[src/hdl/mpc_defs.vh]
// Register offsets, field positions and reset values of the pin controller.
`ifndef MPC_DEFS_VH
`define MPC_DEFS_VH

`define MPC_ADDR_W        6
`define MPC_OFS_SER_DATA  6'h00
`define MPC_OFS_SER_DIR   6'h04
`define MPC_OFS_SER_ATTR  6'h08
`define MPC_OFS_COL_DATA  6'h0C
`define MPC_OFS_COL_DIR   6'h10
`define MPC_OFS_COL_ATTR  6'h14
`define MPC_OFS_SNS_DATA  6'h18
`define MPC_OFS_SNS_DIR   6'h1C
`define MPC_OFS_SNS_ATTR  6'h20
`define MPC_OFS_KEY_DATA  6'h24
`define MPC_OFS_KEY_DIR   6'h28
`define MPC_OFS_KEY_ATTR  6'h2C
`define MPC_OFS_CTRL      6'h30
`define MPC_OFS_PIN_IN    6'h34
`define MPC_OFS_STATUS    6'h38

`define MPC_CTRL_SPI_EN   0
`define MPC_CTRL_RFC_EN   1
`define MPC_CTRL_BUZ_B0   2
`define MPC_CTRL_BUZ_B1   3
`define MPC_CTRL_WAKE_EN  4
`define MPC_CTRL_STOP     5
`define MPC_CTRL_W        5

`define MPC_PIN_SER_LSB   0
`define MPC_PIN_COL_LSB   4
`define MPC_PIN_SNS_LSB   8
`define MPC_PIN_KEY_LSB   14

`define MPC_STAT_STOP     0
`define MPC_STAT_WOKE     1

`define MPC_RST_PORT      1'h0
`define MPC_RST_CTRL      5'h00
`define MPC_RST_WORD      32'h0000_0000

`endif

[src/hdl/mpc_pad_cell.v]
// Per-pin pad decode for one port, registered, with a freeze input.
`timescale 1ns/1ps
module mpc_pad_cell #(
	parameter W = 4
) (
	// Clock and reset.
	input  wire         clk,
	input  wire         rst_n,
	// Freeze of all pad outputs.
	input  wire         hold,
	// Pin control bits.
	input  wire [W-1:0] data,
	input  wire [W-1:0] dir,
	input  wire [W-1:0] attr,
	// Special function override.
	input  wire [W-1:0] spec_sel,
	input  wire [W-1:0] spec_o,
	input  wire [W-1:0] spec_oe,
	// Pad drive.
	output reg  [W-1:0] pad_o,
	output reg  [W-1:0] pad_oe,
	output reg  [W-1:0] pad_pl
);
	reg [W-1:0] o_next;
	reg [W-1:0] oe_next;
	reg [W-1:0] pl_next;
	integer     i;

	always @* begin
		o_next  = pad_o;
		oe_next = pad_oe;
		pl_next = pad_pl;
		if (!hold) begin
			for (i = 0; i < W; i = i + 1) begin
				o_next[i]  = 1'b0;
				oe_next[i] = 1'b0;
				pl_next[i] = 1'b0;
				if (spec_sel[i]) begin
					o_next[i]  = spec_o[i];
					oe_next[i] = spec_oe[i];
				end else begin
					case ({attr[i], dir[i], data[i]})
					3'b000: pl_next[i] = 1'b1;
					3'b001: pl_next[i] = 1'b0;
					3'b010: oe_next[i] = 1'b1;
					3'b011: begin
						oe_next[i] = 1'b1;
						o_next[i]  = 1'b1;
					end
					// Code 110 floats; other codes float too.
					default: oe_next[i] = 1'b0;
					endcase
				end
			end
		end
	end

	// Reset state is code 000, an input with pull-low.
	always @(posedge clk or negedge rst_n) begin
		if (!rst_n) begin
			pad_o  <= {W{1'b0}};
			pad_oe <= {W{1'b0}};
			pad_pl <= {W{1'b1}};
		end else begin
			pad_o  <= o_next;
			pad_oe <= oe_next;
			pad_pl <= pl_next;
		end
	end
endmodule

[src/hdl/mpc_pin_ctrl.v]
// Four-port pin controller with an Avalon-MM register slave.
//
// Register access over Avalon-MM and the register addresses were chosen for this implementation.
`timescale 1ns/1ps
`include "mpc_defs.vh"

// Overview of operation
// - After reset every pin of all four ports is a general-purpose input.
// - Each pin has its own data, direction and attribute control bit.
// - Codes 000 pull-low in, 001 pure in, 010 low, 011 high, 110 special.
// - Ports are 4 serial, 4 column, 6 sensor/buzzer and 8 key pins wide.
// - Sensor pins 5 to 3 may be columns 57 to 59, pins 1 and 0 buzzers.
// - The four column-shared pins can be column lines 53 to 56.
// - Serial pins 0 to 3 carry select, clock, data in, data out when on.
// - While serial is on, writes to its four pins' control bits do nothing.
// - Sensing: sensor pins 5 to 3 pass drive out, pin 2 follows its own pin code.
// - Sensor pin 2 is the source of the pin interrupt.
// - With wake enabled, key port activity ends stop-clock mode.
// - In stop-clock mode and across wake-up every pin keeps its state.
// - Buzzer bits both 1 toggle pins 1 and 0 on overflow; both 0 give I/O.
module mpc_pin_ctrl #(
	parameter SER_W = 4,
	parameter COL_W = 4,
	parameter SNS_W = 6,
	parameter KEY_W = 8
) (
	// Clock and reset.
	input  wire              CLK,
	input  wire              RESETN,
	// Avalon-MM slave.
	input  wire [5:0]        AVS_ADDRESS,
	input  wire              AVS_READ,
	input  wire              AVS_WRITE,
	input  wire [31:0]       AVS_WRITEDATA,
	input  wire [3:0]        AVS_BYTEENABLE,
	output reg  [31:0]       AVS_READDATA,
	output reg               AVS_WAITREQUEST,
	// Serial-shared port pads.
	input  wire [SER_W-1:0]  SER_PAD_I,
	output wire [SER_W-1:0]  SER_PAD_O,
	output wire [SER_W-1:0]  SER_PAD_OE,
	output wire [SER_W-1:0]  SER_PAD_PL,
	// Column-shared port pads.
	input  wire [COL_W-1:0]  COL_PAD_I,
	output wire [COL_W-1:0]  COL_PAD_O,
	output wire [COL_W-1:0]  COL_PAD_OE,
	output wire [COL_W-1:0]  COL_PAD_PL,
	// Sensor/buzzer port pads.
	input  wire [SNS_W-1:0]  SNS_PAD_I,
	output wire [SNS_W-1:0]  SNS_PAD_O,
	output wire [SNS_W-1:0]  SNS_PAD_OE,
	output wire [SNS_W-1:0]  SNS_PAD_PL,
	// Key wake port pads.
	input  wire [KEY_W-1:0]  KEY_PAD_I,
	output wire [KEY_W-1:0]  KEY_PAD_O,
	output wire [KEY_W-1:0]  KEY_PAD_OE,
	output wire [KEY_W-1:0]  KEY_PAD_PL,
	// Serial controller side.
	input  wire              SPI_CS_N,
	input  wire              SPI_SCK,
	input  wire              SPI_MOSI,
	output reg               SPI_MISO,
	// Display, sensing unit and buzzer counter side.
	input  wire [6:0]        LCD_COLUMN_DRIVE,
	input  wire [2:0]        RFC_DRIVE,
	output reg               RFC_SENSE,
	input  wire              BUZZ_OVF,
	// Events and power state.
	output reg               PIN_IRQ,
	output reg               WAKE,
	output reg               STOP_ACTIVE
);
	// Pin control registers, one port per group.
	reg [SER_W-1:0] ser_data_reg;
	reg [SER_W-1:0] ser_dir_reg;
	reg [SER_W-1:0] ser_attr_reg;
	reg [COL_W-1:0] col_data_reg;
	reg [COL_W-1:0] col_dir_reg;
	reg [COL_W-1:0] col_attr_reg;
	reg [SNS_W-1:0] sns_data_reg;
	reg [SNS_W-1:0] sns_dir_reg;
	reg [SNS_W-1:0] sns_attr_reg;
	reg [KEY_W-1:0] key_data_reg;
	reg [KEY_W-1:0] key_dir_reg;
	reg [KEY_W-1:0] key_attr_reg;
	reg [4:0]       ctrl_reg;
	reg             woke_reg;
	reg [KEY_W-1:0] key_ref_reg;
	reg             buzz_reg;
	reg             sns2_last_reg;

	// Two-flop synchronisers for every pad input.
	reg [SER_W-1:0] ser_s1_reg;
	reg [SER_W-1:0] ser_s2_reg;
	reg [COL_W-1:0] col_s1_reg;
	reg [COL_W-1:0] col_s2_reg;
	reg [SNS_W-1:0] sns_s1_reg;
	reg [SNS_W-1:0] sns_s2_reg;
	reg [KEY_W-1:0] key_s1_reg;
	reg [KEY_W-1:0] key_s2_reg;

	reg [31:0]      rdata_next;
	wire            req;
	wire            ack;
	wire            wr;
	wire            spi_en;
	wire            rfc_en;
	wire            buzz_on;
	wire            key_act;
	wire [31:0]     pin_in;

	// Pin code 110 is the special-function setting.
	function [7:0] fn_special;
		input [7:0] attr;
		input [7:0] dir;
		input [7:0] data;
		begin
			fn_special = attr & dir & ~data;
		end
	endfunction

	assign req     = AVS_READ | AVS_WRITE;
	assign ack     = req & ~AVS_WAITREQUEST;
	assign wr      = ack & AVS_WRITE & AVS_BYTEENABLE[0];
	assign spi_en  = ctrl_reg[`MPC_CTRL_SPI_EN];
	assign rfc_en  = ctrl_reg[`MPC_CTRL_RFC_EN];
	assign buzz_on = ctrl_reg[`MPC_CTRL_BUZ_B1] & ctrl_reg[`MPC_CTRL_BUZ_B0];
	assign key_act = |(key_s2_reg ^ key_ref_reg);
	assign pin_in  = {10'h000, key_s2_reg, sns_s2_reg, col_s2_reg,
		ser_s2_reg};

	// Serial pins are owned by the serial controller while on.
	wire [SER_W-1:0] ser_sel = {SER_W{spi_en}};
	wire [SER_W-1:0] ser_so  = {SPI_MOSI, 1'b0, SPI_SCK, SPI_CS_N};
	wire [SER_W-1:0] ser_soe = 4'b1011;

	// Column port drives columns 53 to 56 when set to 110.
	wire [7:0]       col_spec = fn_special({4'h0, col_attr_reg},
		{4'h0, col_dir_reg}, {4'h0, col_data_reg});
	wire [COL_W-1:0] col_sel = col_spec[COL_W-1:0];

	// Sensor port: upper pins are columns 57 to 59 or sensor drive,
	// pin 2 follows its own pin code and feeds the sensor input, pins 1 and 0 buzz.
	wire [7:0]       sns_spec = fn_special({2'h0, sns_attr_reg},
		{2'h0, sns_dir_reg}, {2'h0, sns_data_reg});
	wire [SNS_W-1:0] sns_sel = {sns_spec[5:3], 1'b0, {2{buzz_on}}};
	wire [2:0]       sns_hi  = rfc_en ? RFC_DRIVE : LCD_COLUMN_DRIVE[6:4];
	wire [SNS_W-1:0] sns_so  = {sns_hi, 1'b0, ~buzz_reg, buzz_reg};
	wire [SNS_W-1:0] sns_soe = 6'h3B;

	mpc_pad_cell #(.W(SER_W)) u_ser (
		.clk      (CLK),
		.rst_n    (RESETN),
		.hold     (STOP_ACTIVE),
		.data     (ser_data_reg),
		.dir      (ser_dir_reg),
		.attr     (ser_attr_reg),
		.spec_sel (ser_sel),
		.spec_o   (ser_so),
		.spec_oe  (ser_soe),
		.pad_o    (SER_PAD_O),
		.pad_oe   (SER_PAD_OE),
		.pad_pl   (SER_PAD_PL)
	);

	mpc_pad_cell #(.W(COL_W)) u_col (
		.clk      (CLK),
		.rst_n    (RESETN),
		.hold     (STOP_ACTIVE),
		.data     (col_data_reg),
		.dir      (col_dir_reg),
		.attr     (col_attr_reg),
		.spec_sel (col_sel),
		.spec_o   (LCD_COLUMN_DRIVE[3:0]),
		.spec_oe  ({COL_W{1'b1}}),
		.pad_o    (COL_PAD_O),
		.pad_oe   (COL_PAD_OE),
		.pad_pl   (COL_PAD_PL)
	);

	mpc_pad_cell #(.W(SNS_W)) u_sns (
		.clk      (CLK),
		.rst_n    (RESETN),
		.hold     (STOP_ACTIVE),
		.data     (sns_data_reg),
		.dir      (sns_dir_reg),
		.attr     (sns_attr_reg),
		.spec_sel (sns_sel),
		.spec_o   (sns_so),
		.spec_oe  (sns_soe),
		.pad_o    (SNS_PAD_O),
		.pad_oe   (SNS_PAD_OE),
		.pad_pl   (SNS_PAD_PL)
	);

	mpc_pad_cell #(.W(KEY_W)) u_key (
		.clk      (CLK),
		.rst_n    (RESETN),
		.hold     (STOP_ACTIVE),
		.data     (key_data_reg),
		.dir      (key_dir_reg),
		.attr     (key_attr_reg),
		.spec_sel ({KEY_W{1'b0}}),
		.spec_o   ({KEY_W{1'b0}}),
		.spec_oe  ({KEY_W{1'b0}}),
		.pad_o    (KEY_PAD_O),
		.pad_oe   (KEY_PAD_OE),
		.pad_pl   (KEY_PAD_PL)
	);

	// Read data is formed one cycle early so it stands at the ack edge.
	always @* begin
		rdata_next = `MPC_RST_WORD;
		case (AVS_ADDRESS)
		`MPC_OFS_SER_DATA: rdata_next[SER_W-1:0] = ser_data_reg;
		`MPC_OFS_SER_DIR:  rdata_next[SER_W-1:0] = ser_dir_reg;
		`MPC_OFS_SER_ATTR: rdata_next[SER_W-1:0] = ser_attr_reg;
		`MPC_OFS_COL_DATA: rdata_next[COL_W-1:0] = col_data_reg;
		`MPC_OFS_COL_DIR:  rdata_next[COL_W-1:0] = col_dir_reg;
		`MPC_OFS_COL_ATTR: rdata_next[COL_W-1:0] = col_attr_reg;
		`MPC_OFS_SNS_DATA: rdata_next[SNS_W-1:0] = sns_data_reg;
		`MPC_OFS_SNS_DIR:  rdata_next[SNS_W-1:0] = sns_dir_reg;
		`MPC_OFS_SNS_ATTR: rdata_next[SNS_W-1:0] = sns_attr_reg;
		`MPC_OFS_KEY_DATA: rdata_next[KEY_W-1:0] = key_data_reg;
		`MPC_OFS_KEY_DIR:  rdata_next[KEY_W-1:0] = key_dir_reg;
		`MPC_OFS_KEY_ATTR: rdata_next[KEY_W-1:0] = key_attr_reg;
		`MPC_OFS_CTRL:     rdata_next[4:0]       = ctrl_reg;
		`MPC_OFS_PIN_IN:   rdata_next            = pin_in;
		`MPC_OFS_STATUS: begin
			rdata_next[`MPC_STAT_STOP] = STOP_ACTIVE;
			rdata_next[`MPC_STAT_WOKE] = woke_reg;
		end
		default: rdata_next = `MPC_RST_WORD;
		endcase
	end

	// Bus handshake: one wait cycle, then a one-cycle acknowledge.
	always @(posedge CLK or negedge RESETN) begin
		if (!RESETN) begin
			AVS_WAITREQUEST <= 1'b1;
			AVS_READDATA    <= `MPC_RST_WORD;
		end else begin
			AVS_WAITREQUEST <= ~(req & AVS_WAITREQUEST);
			if (req & AVS_WAITREQUEST)
				AVS_READDATA <= rdata_next;
		end
	end

	// Control registers; reset value puts every pin in input mode.
	always @(posedge CLK or negedge RESETN) begin
		if (!RESETN) begin
			{ser_data_reg, ser_dir_reg} <= {2*SER_W{`MPC_RST_PORT}};
			ser_attr_reg <= {SER_W{`MPC_RST_PORT}};
			{col_data_reg, col_dir_reg} <= {2*COL_W{`MPC_RST_PORT}};
			col_attr_reg <= {COL_W{`MPC_RST_PORT}};
			{sns_data_reg, sns_dir_reg} <= {2*SNS_W{`MPC_RST_PORT}};
			sns_attr_reg <= {SNS_W{`MPC_RST_PORT}};
			{key_data_reg, key_dir_reg} <= {2*KEY_W{`MPC_RST_PORT}};
			key_attr_reg <= {KEY_W{`MPC_RST_PORT}};
			ctrl_reg     <= `MPC_RST_CTRL;
		end else if (wr) begin
			case (AVS_ADDRESS)
			// Serial pin bits are locked while serial is on.
			`MPC_OFS_SER_DATA: if (!spi_en)
				ser_data_reg <= AVS_WRITEDATA[SER_W-1:0];
			`MPC_OFS_SER_DIR: if (!spi_en)
				ser_dir_reg <= AVS_WRITEDATA[SER_W-1:0];
			`MPC_OFS_SER_ATTR: if (!spi_en)
				ser_attr_reg <= AVS_WRITEDATA[SER_W-1:0];
			`MPC_OFS_COL_DATA: col_data_reg <= AVS_WRITEDATA[COL_W-1:0];
			`MPC_OFS_COL_DIR:  col_dir_reg  <= AVS_WRITEDATA[COL_W-1:0];
			`MPC_OFS_COL_ATTR: col_attr_reg <= AVS_WRITEDATA[COL_W-1:0];
			`MPC_OFS_SNS_DATA: sns_data_reg <= AVS_WRITEDATA[SNS_W-1:0];
			`MPC_OFS_SNS_DIR:  sns_dir_reg  <= AVS_WRITEDATA[SNS_W-1:0];
			`MPC_OFS_SNS_ATTR: sns_attr_reg <= AVS_WRITEDATA[SNS_W-1:0];
			`MPC_OFS_KEY_DATA: key_data_reg <= AVS_WRITEDATA[KEY_W-1:0];
			`MPC_OFS_KEY_DIR:  key_dir_reg  <= AVS_WRITEDATA[KEY_W-1:0];
			`MPC_OFS_KEY_ATTR: key_attr_reg <= AVS_WRITEDATA[KEY_W-1:0];
			`MPC_OFS_CTRL:     ctrl_reg     <= AVS_WRITEDATA[4:0];
			default: ctrl_reg <= ctrl_reg;
			endcase
		end
	end

	// Pad input synchronisers.
	always @(posedge CLK or negedge RESETN) begin
		if (!RESETN) begin
			{ser_s2_reg, ser_s1_reg} <= {2*SER_W{1'b0}};
			{col_s2_reg, col_s1_reg} <= {2*COL_W{1'b0}};
			{sns_s2_reg, sns_s1_reg} <= {2*SNS_W{1'b0}};
			{key_s2_reg, key_s1_reg} <= {2*KEY_W{1'b0}};
		end else begin
			{ser_s2_reg, ser_s1_reg} <= {ser_s1_reg, SER_PAD_I};
			{col_s2_reg, col_s1_reg} <= {col_s1_reg, COL_PAD_I};
			{sns_s2_reg, sns_s1_reg} <= {sns_s1_reg, SNS_PAD_I};
			{key_s2_reg, key_s1_reg} <= {key_s1_reg, KEY_PAD_I};
		end
	end

	// Events, buzzer, stop-clock and wake-up.
	always @(posedge CLK or negedge RESETN) begin
		if (!RESETN) begin
			{SPI_MISO, RFC_SENSE, PIN_IRQ, WAKE, STOP_ACTIVE} <= 5'h00;
			{woke_reg, buzz_reg, sns2_last_reg} <= 3'h0;
			key_ref_reg   <= {KEY_W{1'b0}};
		end else begin
			SPI_MISO      <= ser_s2_reg[2];
			RFC_SENSE     <= sns_s2_reg[2];
			sns2_last_reg <= sns_s2_reg[2];
			// Rising edge on sensor pin 2 raises the pin interrupt.
			PIN_IRQ <= sns_s2_reg[2] & ~sns2_last_reg;
			if (!buzz_on)
				buzz_reg <= 1'b0;
			else if (BUZZ_OVF)
				buzz_reg <= ~buzz_reg;
			WAKE <= 1'b0;
			// Pad cells are frozen while stopped; nothing is reloaded on
			// wake, so pins leave stop exactly as they entered it.
			if (!STOP_ACTIVE) begin
				if (wr && AVS_ADDRESS == `MPC_OFS_CTRL &&
					AVS_WRITEDATA[`MPC_CTRL_STOP]) begin
					STOP_ACTIVE <= 1'b1;
					key_ref_reg <= key_s2_reg;
				end
			end else if (ctrl_reg[`MPC_CTRL_WAKE_EN] && key_act) begin
				STOP_ACTIVE <= 1'b0;
				WAKE        <= 1'b1;
			end
			// A new wake beats a software clear in the same cycle.
			if (STOP_ACTIVE && ctrl_reg[`MPC_CTRL_WAKE_EN] && key_act)
				woke_reg <= 1'b1;
			else if (wr && AVS_ADDRESS == `MPC_OFS_STATUS &&
				AVS_WRITEDATA[`MPC_STAT_WOKE])
				woke_reg <= 1'b0;
		end
	end
endmodule

[config.mk]
export PLATFORM = sky130hd
export DESIGN_NAME = mpc_pin_ctrl
export DESIGN_NICKNAME = d
export VERILOG_FILES = /design/src/hdl/mpc_pad_cell.v /design/src/hdl/mpc_pin_ctrl.v
export VERILOG_INCLUDE_DIRS = /design/src /design/src/hdl
export SDC_FILE = /design/constraint.sdc
export NUM_CORES = 1
export LEC_CHECK = 0
export BUFFER_PORTS_ARGS = -buffer_cell sky130_fd_sc_hd__buf_2
export CORE_MARGIN = 5
export CORE_UTILIZATION = 45
export CTS_CLUSTER_DIAMETER = 80
export CTS_CLUSTER_SIZE = 40
export DETAILED_ROUTE_END_ITERATION = 10
export PLACE_DENSITY = 0.65
export SKIP_CTS_REPAIR_TIMING = 1
export SLEW_MARGIN = 20
export SYNTH_ARGS = -nofsm -noshare
export SYNTH_HDL_FRONTEND = slang
export SYNTH_HIERARCHICAL = 1
export SYNTH_SLANG_ARGS = --single-unit
[constraint.sdc]
create_clock -name CLK -period 2.4 [get_ports CLK]
set_input_delay 0.72 -clock CLK [delete_from_list [all_inputs] [get_ports CLK]]
set_output_delay 0.72 -clock CLK [all_outputs]
set_load 0.005 [all_outputs]
== Yosys cells after proc, flatten, opt, wreduce, memory -nomap -nowiden ==
Index checks and enable logic that the tools add are counted.
Word-level totals
  flip-flop bits (word level): 229
  logic and storage cells: 311
Operators by class
  equal/unequal tests: 59
  mux-type cells: 121
  bitwise gates (word level): 20
  reduce and logical (&&, ||, !) cells: 68
Operator list (count)
  $eq 3x2->1 const B: 44
  $mux 1: 114
  $logic_not 3->1: 22
  $reduce_or 2->1: 22
  $eq 6x6->1 const B: 7
  $pmux 2 s15: 1
  $pmux 2 s14: 1
  $eq 6x5->1 const B: 4
  $reduce_and 2->1: 11
  $mux 14: 1
  $and 6x6->6: 2
  $eq 6x4->1 const B: 2
  $reduce_and 3->1: 3
  $and 4x4->4: 2
  $pmux 1 s8: 1
  $pmux 2 s4: 1
  $reduce_or 8->1: 1
  $xor 8x8->8: 1
  $logic_and 1x1->1: 7
  $pmux 1 s7: 1
  $and 1x1->1: 6
  $eq 6x3->1 const B: 1
  $logic_not 6->1: 1
  $not 1->1: 6
  6 further kinds: 6

== Longest topological paths before layout ==
  depth after elaboration: 8
  mapped depth: 7
  gate-level depth less buffers: 4

== Cells and area by module ==
Netlist, hierarchy kept.
Modules (own cells, without submodules)
  mpc_pin_ctrl: instances 1, cells an instance 495, area each 6462.4 um2, seq. area each 3829.9 um2
  mpc_pad_cell (u_col ...): instances 2, cells an instance 58, area each 620.6 um2, seq. area each 305.3 um2
  mpc_pad_cell (u_key): instances 1, cells an instance 117, area each 1232.4 um2, seq. area each 610.6 um2
  mpc_pad_cell (u_sns): instances 1, cells an instance 88, area each 889.6 um2, seq. area each 457.9 um2

== Worst setup path before layout ==
OpenSTA, ideal clock, no wires.
  kind: input to register
  start: input AVS_ADDRESS[5]
  end: register key_data_reg[4]
  library setup time: 125 ps
  data arrival time: 2120 ps
  path slack: 155 ps
  stages on the path: 5
  buffers on the path: 2
  path through: buf_4 -> or4b_1 -> buf_4 -> nor3_4 -> mux2_2
On the way
  word-level cells in the longest chain between the ends: 2
RTL lines
  start, declared: RTL line mpc_pin_ctrl.v:31  | input wire [5:0] AVS_ADDRESS,
  $eq 6x6->1: RTL line mpc_pin_ctrl.v:262  | case (AVS_ADDRESS)
  $reduce_and 2->1 (no source line)
  end signal, assigned: RTL line mpc_pin_ctrl.v:258  | {key_data_reg, key_dir_reg} <= {2*KEY_W{`MPC_RST_PORT}};
  end signal, assigned: RTL line mpc_pin_ctrl.v:276  | `MPC_OFS_KEY_DATA: key_data_reg <= AVS_WRITEDATA[KEY_W-1:0];
  end, declared: RTL line mpc_pin_ctrl.v:83  | reg [KEY_W-1:0] key_data_reg;
No other way between the ends.
A chain may end at the register's enable or synchronous reset.

== Worst setup path after layout ==
  start: input AVS_ADDRESS[2]
  end: register AVS_READDATA[4]
On the way
  word-level cells in the longest chain between the ends: 2
RTL lines
  $eq 6x6->1 or $eq 6x5->1 (tied branches): RTL line mpc_pin_ctrl.v:214  | case (AVS_ADDRESS)
  $pmux 1 s8 (*): RTL line mpc_pin_ctrl.v:214
  end signal, assigned: RTL line mpc_pin_ctrl.v:241  | AVS_READDATA <= `MPC_RST_WORD;
  end signal, assigned: RTL line mpc_pin_ctrl.v:245  | AVS_READDATA <= rdata_next;
  end, declared: RTL line mpc_pin_ctrl.v:36  | output reg [31:0] AVS_READDATA,
Every way passes the cells marked *; elsewhere a longest branch is shown, timed or not.

==> metrics.yaml <==
crit_path_end_kind: "flip-flop"
grt_overflow: 0
total_leakage_power_nw: 5.72
final_nets: 1152
critical_path.max_stage_delay_ns: 0.42
synth_top_cells_by_count: "196 x dfrtp_1, 95 x a21oi_1, 75 x mux2_2"
setup_slack_ns: 0.417
die_x_um: 158
cts_tree: "done"
die_y_um: 158
fin_area_sq_um: 12000
yosys-top-cells-area: "dfrtp_1 50%, mux2_2 8.6%, dfstp_2 6.2%, a21oi_1 4.8%, nor2b_1 3.1%"
rsz0062_at_grt: "false"
cts_num_sinks: 219
cts_buffers: 14
drv_slew: 0
drt-wirelength-per-cell_um: 17.0
power.density_nw_per_um2: 643
vias: 6960
clock_latency_ns: 0.50
dpl_cell_area_sq_um: 11500
status: "finished clean"
fmax_mhz: 504
worstSetupPathType: "in -> reg"
clk_path_buf_depth: 3
maxCapViolCount: 0
place_congestion: 0.906
area_growth_pct: 21.9
dieArea_sq_um: 24900
track_usage_pct: 18.8
antenna_found_initial: 3
synth.top_cell.area_share_pct: 49.9
htreeDepth: 1
yosys_register_bits: 219
synth_edf_count: 0
period_share_pct: 82.6
grt_pass1_vias: 6921
ys_types: 67
synth_area_per_cell_sq_um: 12.0
worstMarginPinSlew_ns: 0.615
period_needed_ns: 1.98
final_core_util_pct: 55.2
yosys_warnings: 6
crit_buf_inv: 2
drt_iter0_markers: 467
cp_max_fo: 12
antenna_left: 0
wirelength_um: 23100
synthesis.instances: 816
drive_gt1_share_pct: 35.3
fin_skew_ns: 0.0261
ys.flop_type: "dfrtp_1"
cp_data_arrival_time_ns: 2.34
synthArstFlopShare_pct: 100
min_path_type: "in -> async"
critPathLaunchType: "input port"
crit_slowest_cell: "o41ai_1"
via_per_inst: 5.12
grt_start_max_net_pins: 68
clockRootBuffer: "clkbuf_16"
drtPass1Iterations: 5
io_pins: 186
core_area_sq_um: 21700
synth.most_common_cell: "dfrtp_1"
netlist_area_sq_um: 9830
synth-seq-area-share_pct: 56.1
grt_first_pass_wirelength_um: 37500
rows: 54
port_buffers: 148
reg2reg_setup_slack_ns: 0.43
start_util_pct: 45.3
top_register: "AVS_READDATA"
largest_register_ff_count: 22
synth.largest_area_cell: "dfrtp_1"
setup-violations-final: 0
crit_required_ns: 2.76
slew_headroom_pct: 59.0
crit_chain: "buf_2, buf_4, nand2b_1, nor2_1, a2111oi_0, o41ai_1"
cp_top_family: "buffers and inverters"
post-dp-hpwl_um: 16800
path_clk_slew_ns: 0.11
ir_drop_uv: 482
drc: 0
hold_violations: 0
dpl_worst_slack_ns: -0.0606
## routing by layer
layer	wire, um	vias up	global-route usage (%)
li1	-	3376	-
met1	9780	3348	25.3
met2	11000	188	30.8
met3	1510	44	4.24
met4	748	4	5.49
met5	27	-	0
## final cells by class
cell class,instances,area [sq um]
Fill cell,1889,9710
Sequential cell,219,5510
Multi-Input combinational cell,628,4360
Timing Repair Buffer,201,1220
Clock buffer,15,375
Tap cell,280,350
Clock inverter,9,129
Inverter,6,22.5
Antenna cell,2,5.00
## cells in the final DEF (no fill, tap or decap), types with 3 or more instances in the layout
master	count
a211oi_1	4
a21oi_1	95
a221oi_1	3
a31oi_1	3
and3_1	3
buf_12	6
buf_2	147
buf_4	47
clkbuf_16	15
conb_1	87
dfrtp_1	195
dfstp_2	23
inv_1	6
inv_8	4
mux2_2	75
mux2_4	8
mux2i_1	16
mux4_2	3
nand2_1	74
nand3_1	6
nand3b_1	6
nand4bb_1	23
nor2_1	16
nor2_2	4
nor2b_1	49
nor3_1	7
nor4b_1	4
o21ai_0	18
o21ai_1	9
o21ai_2	14
or3b_1	22
or3b_2	3
or4_1	9
or4_4	14
xor2_1	10
## kinds of logic (layout without fill, tap and decap cells)
kind of cell | Yosys count | count (layout) | synth area share [%]
xor+xnor | 10 | 10 | 0.891
simple gates | 262 | 262 | 17.9
flops | 219 | 219 | 56.1
mux | 102 | 102 | 12.1
other cells | 2 | 89 | 0.0764
buf+inv | 54 | 231 | 2.92
compound gates | 167 | 167 | 9.97
## metrics by stage
step | TNS (ns) | cells | hold WS [ns] | total power, mW
4_1_cts | 0 | 1358 | 0.193 | 7.82
2_1_floorplan | 0 | 901 | 0.331 | 4.63
6_report | 0 | 1360 | 0.187 | 7.71
3_3_place_gp | -0.147 | 1334 | 0.332 | 5.04
5_1_grt | 0 | 1359 | 0.218 | 8.07
3_5_place_dp | -0.229 | 1334 | 0.335 | 5.06
## power by group
part / internal (mW) / total (mW) / leakage (nW) / switching (mW)
Sequential: 3.96 / 4.13 / 2.82 / 0.167
Combinational: 0.411 / 0.850 / 2.65 / 0.439
Clock: 1.33 / 2.73 / 0.248 / 1.40
Total: 5.70 / 7.71 / 5.72 / 2.00
## path summary, 6_finish.rpt
check,end,cells after the start,start
setup / recovery,AVS_READDATA[4],6,AVS_ADDRESS[2]
hold / removal,u_col/pad_o[2],1,RESETN
setup reg to reg,sns_dir_reg[2],5,AVS_WAITREQUEST
hold reg to reg,ser_s2_reg[0],0,ser_s1_reg[0]
max in group asynchronous,u_key/pad_pl[2],2,RESETN
min in group CLK,ser_s1_reg[2],1,SER_PAD_I[2]
(Power assumes the default switching activity.)
